File: config.mk
export PLATFORM = sky130hd
export DESIGN_NAME = mis_sender
export DESIGN_NICKNAME = d
export VERILOG_FILES = /design/src/hw/mis_pkg.sv /design/src/hw/mis_sender.sv
export VERILOG_INCLUDE_DIRS = /design/src /design/src/hw
export SDC_FILE = /design/constraint.sdc
export NUM_CORES = 1
export LEC_CHECK = 0
export ABC_AREA = 1
export CORE_ASPECT_RATIO = 1.4
export CORE_MARGIN = 1.5
export CORE_UTILIZATION = 43
export CTS_BUF_LIST = sky130_fd_sc_hd__clkbuf_4 sky130_fd_sc_hd__clkbuf_8
export CTS_CLUSTER_SIZE = 25
export DETAILED_ROUTE_END_ITERATION = 8
export DONT_BUFFER_PORTS = 1
export SLEW_MARGIN = 20
export SYNTH_ARGS = -nofsm -noshare
export SYNTH_HDL_FRONTEND = slang
export SYNTH_SLANG_ARGS = --single-unit
File: constraint.sdc
create_clock -name ref_clk_i -period 3.5 [get_ports ref_clk_i]
set_input_delay 0.875 -clock ref_clk_i [delete_from_list [all_inputs] [get_ports ref_clk_i]]
set_output_delay 0.875 -clock ref_clk_i [all_outputs]
set_load 0.02 [all_outputs]
File: src/hw/mis_defines.svh
// constants for the modem initialization serial sender
`ifndef MIS_DEFINES_SVH
`define MIS_DEFINES_SVH
`define MIS_CLK_HZ             50000000
`define MIS_BAUD               9600
`define MIS_STORE_HEAD_LARGE   1000
`define MIS_STORE_LAST_LARGE   1059
`define MIS_STORE_HEAD_SMALL   200
`define MIS_STORE_LAST_SMALL   255
`define MIS_CHAR_CR            8'h0d
`define MIS_CHAR_LF            8'h0a
`define MIS_FRAME_BITS         10
`define MIS_RX_HOLD_CYCLES     2500000
`endif

File: src/hw/mis_pkg.sv
// types of the modem initialization serial sender
package mis_pkg;
  typedef enum logic [1:0] {
    MODE_NONE,
    MODE_USER,
    MODE_PRESET_CH1,
    MODE_PRESET_CH2
  } mis_mode_t;
  typedef enum logic [2:0] {
    ST_IDLE,
    ST_SCAN,
    ST_LOAD,
    ST_SEND,
    ST_DONE,
    ST_FAIL,
    ST_OFF
  } mis_state_t;
endpackage

File: src/hw/mis_sender.sv
// modem initialization serial sender: command store, scan, framing, indicators
`include "mis_defines.svh"
module mis_sender #(
  parameter int unsigned BIT_CYCLES  = `MIS_CLK_HZ / `MIS_BAUD,
  parameter int unsigned RX_HOLD     = `MIS_RX_HOLD_CYCLES,
  parameter int unsigned DEPTH_LARGE = `MIS_STORE_LAST_LARGE - `MIS_STORE_HEAD_LARGE + 1,
  parameter int unsigned DEPTH_SMALL = `MIS_STORE_LAST_SMALL - `MIS_STORE_HEAD_SMALL + 1
) (
  input  wire logic              ref_clk_i,
  input  wire logic              nrst_i,
  input  wire logic              clk_en_i,
  input  wire mis_pkg::mis_mode_t init_mode_i,
  input  wire logic              port_other_proto_i,
  input  wire logic              small_model_i,
  input  wire logic              store_we_i,
  input  wire logic [5:0]        store_addr_i,
  input  wire logic [7:0]        store_data_i,
  input  wire logic              store_clr_i,
  input  wire logic              rx_i,
  output logic                   tx_o,
  output logic                   tx_led_o,
  output logic                   rx_led_o,
  output logic                   busy_o,
  output logic                   done_o,
  output logic                   init_err_o
);
  import mis_pkg::*;

  localparam int unsigned DEPTH = (DEPTH_LARGE > DEPTH_SMALL) ? DEPTH_LARGE : DEPTH_SMALL;

  logic [7:0]       mem [DEPTH];
  logic [DEPTH-1:0] vld;
  logic [DEPTH-1:0] next_vld;

  mis_state_t state, next_state;
  logic       even7, next_even7;
  logic       en, next_en;
  logic [5:0] idx, next_idx;
  logic [5:0] last, next_last;
  logic [5:0] lim, next_lim;
  logic [3:0] bitn, next_bitn;
  logic [15:0] baud, next_baud;
  logic [9:0] shreg, next_shreg;
  logic       tx_led, next_tx_led;
  logic       rx_prev, next_rx_prev;
  logic [23:0] hold, next_hold;
  logic       rx_led, next_rx_led;
  logic       busy, next_busy;
  logic       done, next_done;
  logic       err, next_err;

  // frame with start bit in bit 0, sent lsb first
  function automatic logic [9:0] mk_frame(input logic [7:0] c, input logic par7);
    if (par7)
    begin
      mk_frame = {1'b1, ^c[6:0], c[6:0], 1'b0};
    end
    else
    begin
      mk_frame = {1'b1, c, 1'b0};
    end
  endfunction

  // the port sends its string only in a stored-string mode with no other protocol
  function automatic logic link_on(input mis_mode_t m, input logic other);
    link_on = (m != MODE_NONE) && !other;
  endfunction

  // step to the next store register
  function automatic logic [5:0] step_idx(input logic [5:0] i);
    step_idx = i + 6'd1;
  endfunction

  // last clock of a bit time, last bit of a frame
  function automatic logic bit_end(input logic [15:0] b);
    bit_end = (32'(b) == BIT_CYCLES - 1);
  endfunction

  function automatic logic frame_end(input logic [3:0] n);
    frame_end = (32'(n) == `MIS_FRAME_BITS - 1);
  endfunction

  // command store, one character per register, with a set flag
  // store keeps its contents through reset; store_clr_i empties it
  always_comb
  begin
    next_vld = vld;
    if (store_clr_i)
    begin
      next_vld = '0;
    end
    else if (store_we_i && (32'(store_addr_i) < DEPTH))
    begin
      next_vld[store_addr_i] = 1'b1;
    end
  end

  always_ff @(posedge ref_clk_i)
  begin
    if (clk_en_i)
    begin
      vld <= next_vld;
    end
  end

  always_ff @(posedge ref_clk_i)
  begin
    if (clk_en_i && store_we_i && (32'(store_addr_i) < DEPTH))
    begin
      mem[store_addr_i] <= store_data_i;
    end
  end

  always_comb
  begin
    next_state = state;
    next_idx   = idx;
    next_last  = last;
    next_bitn  = bitn;
    next_baud  = baud;
    next_shreg = shreg;
    next_done  = done;
    next_err   = err;
    unique case (state)
      ST_IDLE:
      begin
        if (link_on(init_mode_i, port_other_proto_i))
        begin
          next_idx   = '0;
          next_state = ST_SCAN;
        end
        else
        begin
          next_state = ST_OFF;
        end
      end
      ST_SCAN:
      begin
        if (!vld[idx])
        begin
          next_state = ST_FAIL;
          next_err   = 1'b1;
        end
        else if (idx != '0 && mem[idx - 6'd1] == `MIS_CHAR_CR && mem[idx] == `MIS_CHAR_LF)
        begin
          next_last  = idx;
          next_idx   = '0;
          next_state = ST_LOAD;
        end
        else if (idx == lim - 6'd1)
        begin
          next_state = ST_FAIL;
          next_err   = 1'b1;
        end
        else
        begin
          next_idx = step_idx(idx);
        end
      end
      ST_LOAD:
      begin
        next_shreg = mk_frame(mem[idx], even7);
        next_bitn  = '0;
        next_baud  = '0;
        next_state = ST_SEND;
      end
      ST_SEND:
      begin
        if (bit_end(baud))
        begin
          next_baud  = '0;
          next_shreg = {1'b1, shreg[9:1]};
          if (frame_end(bitn))
          begin
            if (idx == last)
            begin
              next_state = ST_DONE;
              next_done  = 1'b1;
            end
            else
            begin
              next_idx   = step_idx(idx);
              next_state = ST_LOAD;
            end
          end
          else
          begin
            next_bitn = bitn + 4'd1;
          end
        end
        else
        begin
          next_baud = baud + 16'd1;
        end
      end
      ST_DONE, ST_FAIL, ST_OFF:
      begin
        next_state = state;
      end
      default:
      begin
        next_state = ST_IDLE;
      end
    endcase
    next_tx_led = (next_state == ST_SEND) || (next_state == ST_LOAD);
    next_busy   = (next_state == ST_SCAN) || next_tx_led;
  end

  always_ff @(posedge ref_clk_i or negedge nrst_i)
  begin
    if (!nrst_i)
    begin
      state   <= ST_IDLE;
      idx     <= '0;
      last    <= '0;
      bitn    <= '0;
      baud    <= '0;
      shreg   <= '1;
      tx_led  <= 1'b0;
      busy    <= 1'b0;
      done    <= 1'b0;
      err     <= 1'b0;
    end
    else if (clk_en_i)
    begin
      state   <= next_state;
      idx     <= next_idx;
      last    <= next_last;
      bitn    <= next_bitn;
      baud    <= next_baud;
      shreg   <= next_shreg;
      tx_led  <= next_tx_led;
      busy    <= next_busy;
      done    <= next_done;
      err     <= next_err;
    end
  end

  // mode latch: taken once, at the first enabled edge after reset
  always_comb
  begin
    next_en    = en;
    next_even7 = even7;
    next_lim   = lim;
    if (state == ST_IDLE && link_on(init_mode_i, port_other_proto_i))
    begin
      next_en    = 1'b1;
      next_even7 = (init_mode_i == MODE_USER);
      next_lim   = small_model_i ? 6'(DEPTH_SMALL) : 6'(DEPTH_LARGE);
    end
  end

  always_ff @(posedge ref_clk_i or negedge nrst_i)
  begin
    if (!nrst_i)
    begin
      even7 <= 1'b0;
      en    <= 1'b0;
      lim   <= '0;
    end
    else if (clk_en_i)
    begin
      even7 <= next_even7;
      en    <= next_en;
      lim   <= next_lim;
    end
  end

  // receive indicator: hold restarts on every falling edge of the line while en is set
  always_comb
  begin
    next_rx_prev = rx_i;
    next_hold    = hold;
    if (en && rx_prev && !rx_i)
    begin
      next_hold = 24'(RX_HOLD);
    end
    else if (hold != '0)
    begin
      next_hold = hold - 24'd1;
    end
    next_rx_led = en && (next_hold != '0);
  end

  always_ff @(posedge ref_clk_i or negedge nrst_i)
  begin
    if (!nrst_i)
    begin
      rx_prev <= 1'b1;
      hold    <= '0;
      rx_led  <= 1'b0;
    end
    else if (clk_en_i)
    begin
      rx_prev <= next_rx_prev;
      hold    <= next_hold;
      rx_led  <= next_rx_led;
    end
  end

  // line idles high, no control lines driven
  assign tx_o       = shreg[0];
  assign tx_led_o   = tx_led;
  assign rx_led_o   = rx_led;
  assign busy_o     = busy;
  assign done_o     = done;
  assign init_err_o = err;
endmodule

After elaboration in Yosys (flattened, before gate mapping) --
Memory sizes are Yosys's and may differ from the RTL's. Index checks and enable logic that the tools add are counted.
Storage, ports and cells: flip-flop bits (word level) 143, bits in writable memories 480, output and inout port bits 6, logic and storage cells 125, memories kept 1
Memories:
- mem | depth 60, bits a word 8, rd ports 2, clocked after Yosys merged registers in 0, wr ports 1, RTL line mis_sender.sv:31 | logic [7:0] mem [DEPTH];
Operators by class: add/subtract/negate cells 6, order comparisons 4, equal/unequal tests 25, mux-type cells 37, bitwise gates (word level) 1, reduce and logical (&&, ||, !) cells 34
Operator list (count):
- 2-to-1 mux 60 bit | 1
- bitwise OR 60 bit | 1
- 2-to-1 mux 24 bit | 2
- nonzero test 24 bit | 2
- 2-to-1 mux 6 bit | 7
- one-hot mux 16 bit (2 select lines) | 1
- 2-to-1 mux 3 bit | 8
- subtractor 24 x 1 -> 24 bit, second input constant | 1
- one-hot mux 10 bit (2 select lines) | 1
- one-hot mux 6 bit (3 select lines) | 1
- adder 16 x 1 -> 16 bit, second input constant | 1
- equality test 16 x 13 -> 1 bit, second input constant | 1
- equality test 8 x 4 -> 1 bit, second input constant | 2
- 2-to-1 mux 16 bit | 1
- one-hot mux 3 bit (5 select lines) | 1
- < comparator 6 x 7 -> 1 bit, second input constant | 2
- equality test 3 x 2 -> 1 bit, second input constant | 4
- equality test 6 bit | 2
- != test 2 bit, second input constant | 6
- AND reduction 4 bit | 3
- subtractor 6 x 1 -> 6 bit, second input constant | 2
- logical AND 1 bit | 11
- 2-to-1 mux 10 bit | 1
- equality test 3 bit, second input constant | 3
- other kinds (27) | 42

Depth between registers and ports, before layout --
Gate-level depths: netlist of run 1. An unclocked memory read counts as a cell.
depth after elaboration 11, mapped depth 30, mapped depth without buffers 23

Worst setup path after synthesis of run 1 --
Ideal clock, no wire load.
path type reg-to-reg, from register idx[0], to register idx[5], library setup time 116 ps, arrival time 3319 ps, setup slack 64 ps, cell stages (with the launch flop) 28, buffers on the path 9, clock period less this slack 3436 ps, cells stage by stage dfrtp_1 inv_2 buf_2 buf_4 buf_2 buf_2 buf_2 ha_1 buf_2 inv_2 buf_2 buf_4 buf_2 a21oi_1 o21ai_0 nand3_1 nand3_1 a21oi_1 o21ai_0 nand2_1 nor2_1 nand2_1 nor2_1 nand3_1 nand3_1 nand2_1 nand2_1 nand2_1
Between the ends: longest elaborated chain between the ends 8
RTL lines:
- from (decl) | RTL line mis_sender.sv:38 | logic [5:0] idx, next_idx;
- from (signal assigned) | RTL line mis_sender.sv:227 | idx <= next_idx;
- subtractor 6 x 1 -> 6 bit | RTL line mis_sender.sv:144 | else if (idx != '0 && mem[idx - 6'd1] == `MIS_CHAR_CR && mem[idx] == `MIS_CHAR_LF)
- memory (60 x 8 bit)
- equality test 8 x 4 -> 1 bit (no line)
- logical AND 1 bit (no line) (2 in series)
- 2-to-1 mux 6 bit | RTL line mis_sender.sv:144
- 2-to-1 mux 6 bit | RTL line mis_sender.sv:139 | if (!vld[idx])
- one-hot mux 6 bit (3 select lines) | RTL line mis_sender.sv:124 | unique case (state)
Several ways; a longest one is shown, not always the timed one. The select of a mux whose other input is x is not followed. A chain may end at the register's enable or synchronous reset.

Final worst setup path of run 1 --
from register idx[0], to register err (netlist: init_err_o)
Between the ends: longest elaborated chain between the ends 7
RTL lines:
- subtractor 6 x 1 -> 6 bit | RTL line mis_sender.sv:144
- memory (60 x 8 bit)
- equality test 8 x 4 -> 1 bit (no line)
- logical AND 1 bit (no line) (2 in series)
- != test 2 bit (no line)
- AND reduction 4 bit (no line)
- to (signal assigned) | RTL line mis_sender.sv:235 | err <= next_err;
- to (decl) | RTL line mis_sender.sv:50 | logic err, next_err;
Several ways; a longest one is shown, not always the timed one. The select of a mux whose other input is x is not followed.

==> results_dict.tcl, run 1 <==
set metrics [dict create \
    status "finished, violations left" \
    failed_checks "negative setup slack" \
    nNetsFinal 4391 \
    cts_buffers 101 \
    wl_met3_mm 9.31 \
    grt_overflow 0 \
    crit_path_frequent_cell "buf_4" \
    vdd_drop_max_mv 0.667 \
    clk_pin_slew_ns 0.07 \
    hold_depth 1 \
    hp-class "in -> reg" \
    cts_root_buffer "clkbuf_8" \
    cts.sinks 617 \
    fin_crit_ns 3.63 \
    initial_core_util_pct 43.5 \
    p_leak_nw 16.4 \
    die_h_um 338 \
    cpPeakStageDelay_ns 0.50 \
    grt_pass1_vias 30403 \
    synth_cells 4111 \
    cts_htree_levels 3 \
    synthesis.area_um2 34500 \
    place_area_um2 37500 \
    drt_iter0_drc 2998 \
    finalInstanceArea_um2 41300 \
    clockBufferDepth 3 \
    worstPathRequired_ns 4.14 \
    io_pins 30 \
    antenna_found_initial 2 \
    portBuffers 0 \
    tightest_slew_ns 1.22 \
    cp_max_fo 10 \
    core_area_um2 79400 \
    path_class "reg -> reg" \
    synth_edf_count 540 \
    timing.fmax_mhz 275 \
    ys_ff_latch 617 \
    start_kind "register" \
    grt_usage_pct 29.9 \
    max-cap-violations 0 \
    final_common_cell "nand2_1" \
    finalClockSkew_ns 0.0485 \
    maxUsedRoutingLayer "met4" \
    r2r_slack_ns -0.13 \
    slew_viol_final 0 \
    remaining_drc_errors 0 \
    synth_area_per_cell_um2 8.40 \
    power_density_nw_per_um2 1040 \
    viasPerCell 5.78 \
    fin_ws_ns -0.132 \
    relSlewSlack_pct 18.2 \
    die_w_um 243 \
    finalHoldViolations 0 \
    arrival_ns 4.28 \
    rsz0062_at_grt "yes" \
    routed_wl_mm 128 \
    wl_per_cell_um 23.3 \
    drt_first_pass_iters 6 \
    num_vias 31797 \
    wl_met1_mm 46.7 \
    period_share_pct 104 \
    tritoncts "done" \
    crit_slowest_cell "dfrtp_4" \
    drive_above_1_share_pct 16.3 \
    ys.flop_type "edfxtp_1" \
    hpwl_mm 83.5 \
    clk_latency_ns 0.77 \
    ant_nets 0 \
    yosys_warnings 0 \
    place_congestion 0.994 \
    wl_met2_mm 61.8 \
    yosysUniqueCellTypes 62 \
    r2r_cells 20 \
    die_area_um2 82100 \
    grt_max_degree 78 \
    area_growth_syn_to_layout_pct 19.7 \
    final_cell_mix "nand2_1, edfxtp_1, a21oi_1" \
    syn_nets 4146 \
    path_cells "buf_12 -> clkbuf_16 -> clkbuf_16 -> a21oi_1 -> o21ai_0 -> a311oi_2 -> buf_4 -> a21oi_1 -> a21oi_2 -> ha_2 -> nand4_1 -> inv_1 -> nand3_2 -> nor2_2 -> nand4_1 -> inv_2 -> buf_4 -> buf_4 -> buf_4 -> o21bai_1" \
    critPathCaptureType "register" \
    finalSetupViolCount 17 \
    tns_ns -1.27 \
    yosysSeqAreaShare_pct 52.6 \
    grt_pass1_wl_mm 185 \
    rows 122 \
    fill_cells 7474 \
    async_reset_ff_share_pct 12.5 \
]
-- power by group --
part	switching (mW)	total, mW	internal, mW
sequential	0.305	8.65	8.34
clock	3.16	6.57	3.41
combinational	16.9	27.7	10.8
-- area by class of cell --
| type | count | area, µm² | share of cell area (%) |
|---|---|---|---|
| clock inverter | 53 | 352 | 0.850 |
| clock buffer | 136 | 1700 | 4.12 |
| timing repair inverter | 4 | 45.0 | 0.109 |
| multi-input combinational | 2824 | 14000 | 34.0 |
| tap | 1054 | 1320 | 3.19 |
| sequential | 617 | 18200 | 43.9 |
| timing repair buffer | 399 | 4140 | 10.0 |
| inverter | 409 | 1570 | 3.80 |
| antenna | 2 | 5.00 | 0.0121 |
-- state kept, by name, indices dropped and copies added (netlist names), 2 cells and up --
| signal | cells |
|---|---|
| mem | 480 |
| state | 3 |
| bitn | 4 |
| lim | 2 |
| idx | 6 |
| last | 6 |
| shreg | 9 |
| hold | 24 |
| baud | 16 |
| vld | 60 |
-- worst paths after layout --
check	from	end
worst max-delay path	idx[0]	init_err_o
worst min register to register	shreg[7]	shreg[7]
worst min-delay path	clk_en_i	state[1]
max in group asynchronous	nrst_i	hold[15]
worst max register to register	idx[0]	init_err_o
min in group asynchronous	nrst_i	last[4]
-- layer usage --
layer,vias up,global-route usage [%]
met2,1469,50.6
met5,-,0
li1,14719,-
met1,15164,34.1
met4,0,21.4
met3,445,5.04
-- through the flow --
| stage | utilization [%] | setup WS, ns | hold WS, ns | instances | power, mW |
|---|---|---|---|---|---|
| 2_1_floorplan | - | 0.0644 | 0.448 | 4111 | 22.0 |
| 3_3_place_gp | 47.3 | -0.403 | 0.460 | 5233 | 31.9 |
| 3_5_place_dp | 47.3 | -0.446 | 0.458 | 5233 | 31.9 |
| 4_1_cts | 50.7 | -0.0118 | 0.162 | 5445 | 39.9 |
| 5_1_grt | 52.1 | -0.255 | 0.178 | 5498 | 44.9 |
| 6_report | 52.1 | -0.132 | 0.208 | 5498 | 42.9 |
-- timing repair --
item	4_1_cts	5_1_grt
hold buffers	2	0
endpoints found under the setup margin	19	19
gates cloned	7	16
gates resized for setup	81	145
setup buffers	15	37
pin swaps	16	59
endpoints found under the hold margin	77	0
-- critical path: cells and delay by family (launching register included) --
kind / cells / cell delay [ns]
buffers and inverters: 9 / 1.17
AO/OA/AOI/OAI: 6 / 1.10
AND/OR/NAND/NOR: 4 / 0.51
flip-flops: 1 / 0.50
adder cells (fa/ha/maj): 1 / 0.21
-- synthesized netlist by cell type, drive strengths merged (2+ instances only) --
cell type	count	share of area [%]
xor2	16	0.48
xnor2	11	0.30
nand3	400	5.8
clkinv	4	0.043
nand4	28	0.51
o21a	5	0.11
a31oi	4	0.072
ha	11	0.40
a221oi	5	0.13
a22o	6	0.15
buf	207	3.5
a311oi	3	0.076
a21oi	479	7.0
edfxtp	540	47
a2111o	3	0.098
o31ai	2	0.043
a2111oi	2	0.051
nand2	802	8.7
o22ai	19	0.34
nor4	6	0.11
dfstp	10	0.76
dfrtp	67	4.9
nor2	354	3.9
nand3b	17	0.37
nor4b	4	0.10
a22oi	2	0.043
or2	3	0.054
o211ai	80	1.7
o21bai	2	0.043
clkbuf	54	0.60
o21ai	487	7.1
nor3b	2	0.043
nor3	59	0.87
inv	405	4.4
-- cells by family after synthesis --
kind of cell,after synthesis,synth area share (%)
adder cells (fa/ha/maj),11,0.398
buffers and inverters,670,8.56
XOR/XNOR,27,0.782
AO/OA/AOI/OAI,1109,17.2
AND/OR/NAND/NOR,1676,20.5
multiplexers,1,0.0290
flip-flops,617,52.6
Power figures use the tool's default switching activity.
==> run 2: changes to the inputs <==
CELL_PAD_IN_SITES_DETAIL_PLACEMENT = 0   (was default)
CELL_PAD_IN_SITES_GLOBAL_PLACEMENT = 1   (was default)
PLACE_DENSITY_LB_ADDON = 0.1   (was default)
==> results_dict.tcl, run 2 (synthesis gave the netlist of run 1 again) <==
set metrics [dict create \
    timing.rr.end "last[3]" \
    path_class "reg -> reg" \
    clockBufferDepth 3 \
    rows 122 \
    num_vias 31169 \
    arrival_ns 4.13 \
    finalSetupViolCount 4 \
    cts_buffers 104 \
    cp_max_fo 22 \
    largest_reg_flops 480 \
    power_density_nw_per_um2 1020 \
    drt_iter0_drc 2601 \
    timing.rr.start "idx[0]" \
    period_share_pct 100 \
    final_cell_mix "nand2_1, edfxtp_1, a21oi_1" \
    place_area_um2 37500 \
    largest_registers "mem: 480 flops, vld: 60 flops, hold: 24 flops" \
    startpoint "idx[0]" \
    relSlewSlack_pct 20.2 \
    start_kind "register" \
    grt_pass1_vias 30125 \
    clk_latency_ns 0.74 \
    hp-class "in -> reg" \
    stdcell_count 5471 \
    viasPerCell 5.70 \
    grt_pass1_wl_mm 188 \
    grt_max_degree 78 \
    r2r_slack_ns -0.01 \
    place_congestion 0.925 \
    die_w_um 243 \
    final_common_cell "nand2_1" \
    antenna_found_initial 2 \
    io_pins 30 \
    routed_wl_mm 131 \
    finalClockSkew_ns 0.0315 \
    max-cap-violations 0 \
    drive_above_1_share_pct 15.2 \
    ant_nets 0 \
    dp.cells 5230 \
    fin_crit_ns 3.51 \
    regMostFlops "mem" \
    drt_first_pass_iters 6 \
    status "finished, violations left" \
    nNetsFinal 4359 \
    failed_checks "negative setup slack" \
    clk_pin_slew_ns 0.07 \
    die_area_um2 82100 \
    finalPower_mw 42.2 \
    worstPathRequired_ns 4.12 \
    cts.sinks 617 \
    die_h_um 338 \
    r2r_cells 20 \
    finalHoldViolations 0 \
    p_leak_nw 16.4 \
    tightest_slew_ns 1.19 \
    remaining_drc_errors 0 \
    cp-endpoint "last[3]" \
    grt_usage_pct 30.5 \
    tritoncts "done" \
    critPathCaptureType "register" \
    wl_per_cell_um 23.9 \
    grt_overflow 0 \
    cts_root_buffer "clkbuf_8" \
    core_area_um2 79400 \
    hpwl_mm 85.8 \
    vdd_drop_max_mv 0.737 \
    initial_core_util_pct 43.5 \
    fin_ws_ns -0.0126 \
    postLayoutCoreUtil_pct 52.1 \
    area_growth_syn_to_layout_pct 19.7 \
    timing.fmax_mhz 285 \
    slew_viol_final 0 \
    rsz0062_at_grt "yes" \
    cts_htree_levels 3 \
    finalInstanceArea_um2 41300 \
    portBuffers 0 \
]
==> run 2: worst min-delay path by stage <==
| stage | startpoint | to | cells after the start |
|---|---|---|---|
| 2_1_floorplan | shreg[7] | shreg[7] | 2 |
| 3_3_place_gp | shreg[7] | shreg[7] | 2 |
| 3_5_place_dp | shreg[7] | shreg[7] | 2 |
| 4_1_cts | init_mode_i[1] | even7 | 1 |
| 5_1_grt | store_data_i[3] | mem[30][3] | 0 |
| 6_report | store_data_i[3] | mem[30][3] | 0 |
==> run 2: what timing repair did <==
action | in CTS | in global routing
setup endpoints to repair | 19 | 19
setup buffers | 9 | 12
pin swaps | 11 | 41
endpoints found under the hold margin | 77 | 0
hold buffers | 2 | 0
resized for setup | 57 | 143
gates cloned | 7 | 12
==> run 2: cell type report <==
type                    count  area (µm²)
diodes                      2        5.00
clock buffers             128        1650
clock inverters            69         783
fillers                  7693       38000
inverters                 409        1580
multi-input cells        2824       14000
flip-flops and latches    617       18200
well taps                1054        1320
repair buffers            366        3860
repair inverters            2        27.5
==> run 2: worst max-delay path: stages (launching register included) <==
cell and delay, ns:
dfrtp_4 0.51, buf_12 0.18, buf_8 0.15, buf_12 0.15, buf_16 0.16, o21ai_0 0.18, o21ai_0 0.16, nand2_1 0.12
nand4_1 0.30, a21oi_2 0.26, ha_2 0.20, nand4_1 0.11, inv_2 0.07, nand3_2 0.07, nor2_4 0.10, nand4_1 0.20
inv_2 0.12, nand2_2 0.06, buf_12 0.15, nand2_1 0.05, o21ai_1 0.06
==> run 2: routing by layer <==
| layer | track usage [%] | vias to the layer above | part of all wire (%) |
|---|---|---|---|
| met5 | 0 | - | 0 |
| met3 | 3.99 | 331 | 6.1 |
| li1 | - | 14661 | - |
| met2 | 52.8 | 1166 | 49 |
| met4 | 16.8 | 0 | 6.2 |
| met1 | 36.6 | 15011 | 39 |
==> run 2: stage by stage <==
step | setup TNS [ns] | hold WS (ns) | setup WS [ns]
2_1_floorplan | 0 | 0.448 | 0.0644
3_3_place_gp | -8.89 | 0.458 | -0.525
3_5_place_dp | -8.15 | 0.461 | -0.520
4_1_cts | 0 | 0.159 | 0.00433
5_1_grt | -0.882 | 0.183 | -0.0953
6_report | -0.0304 | 0.212 | -0.0126
==> run 2: report_power, final <==
group | internal, mW | total [mW] | switching, mW | leakage, nW
logic | 9.46 | 25.9 | 16.5 | 9.30
registers | 8.34 | 8.65 | 0.305 | 5.89
clock network | 4.45 | 7.65 | 3.20 | 1.26
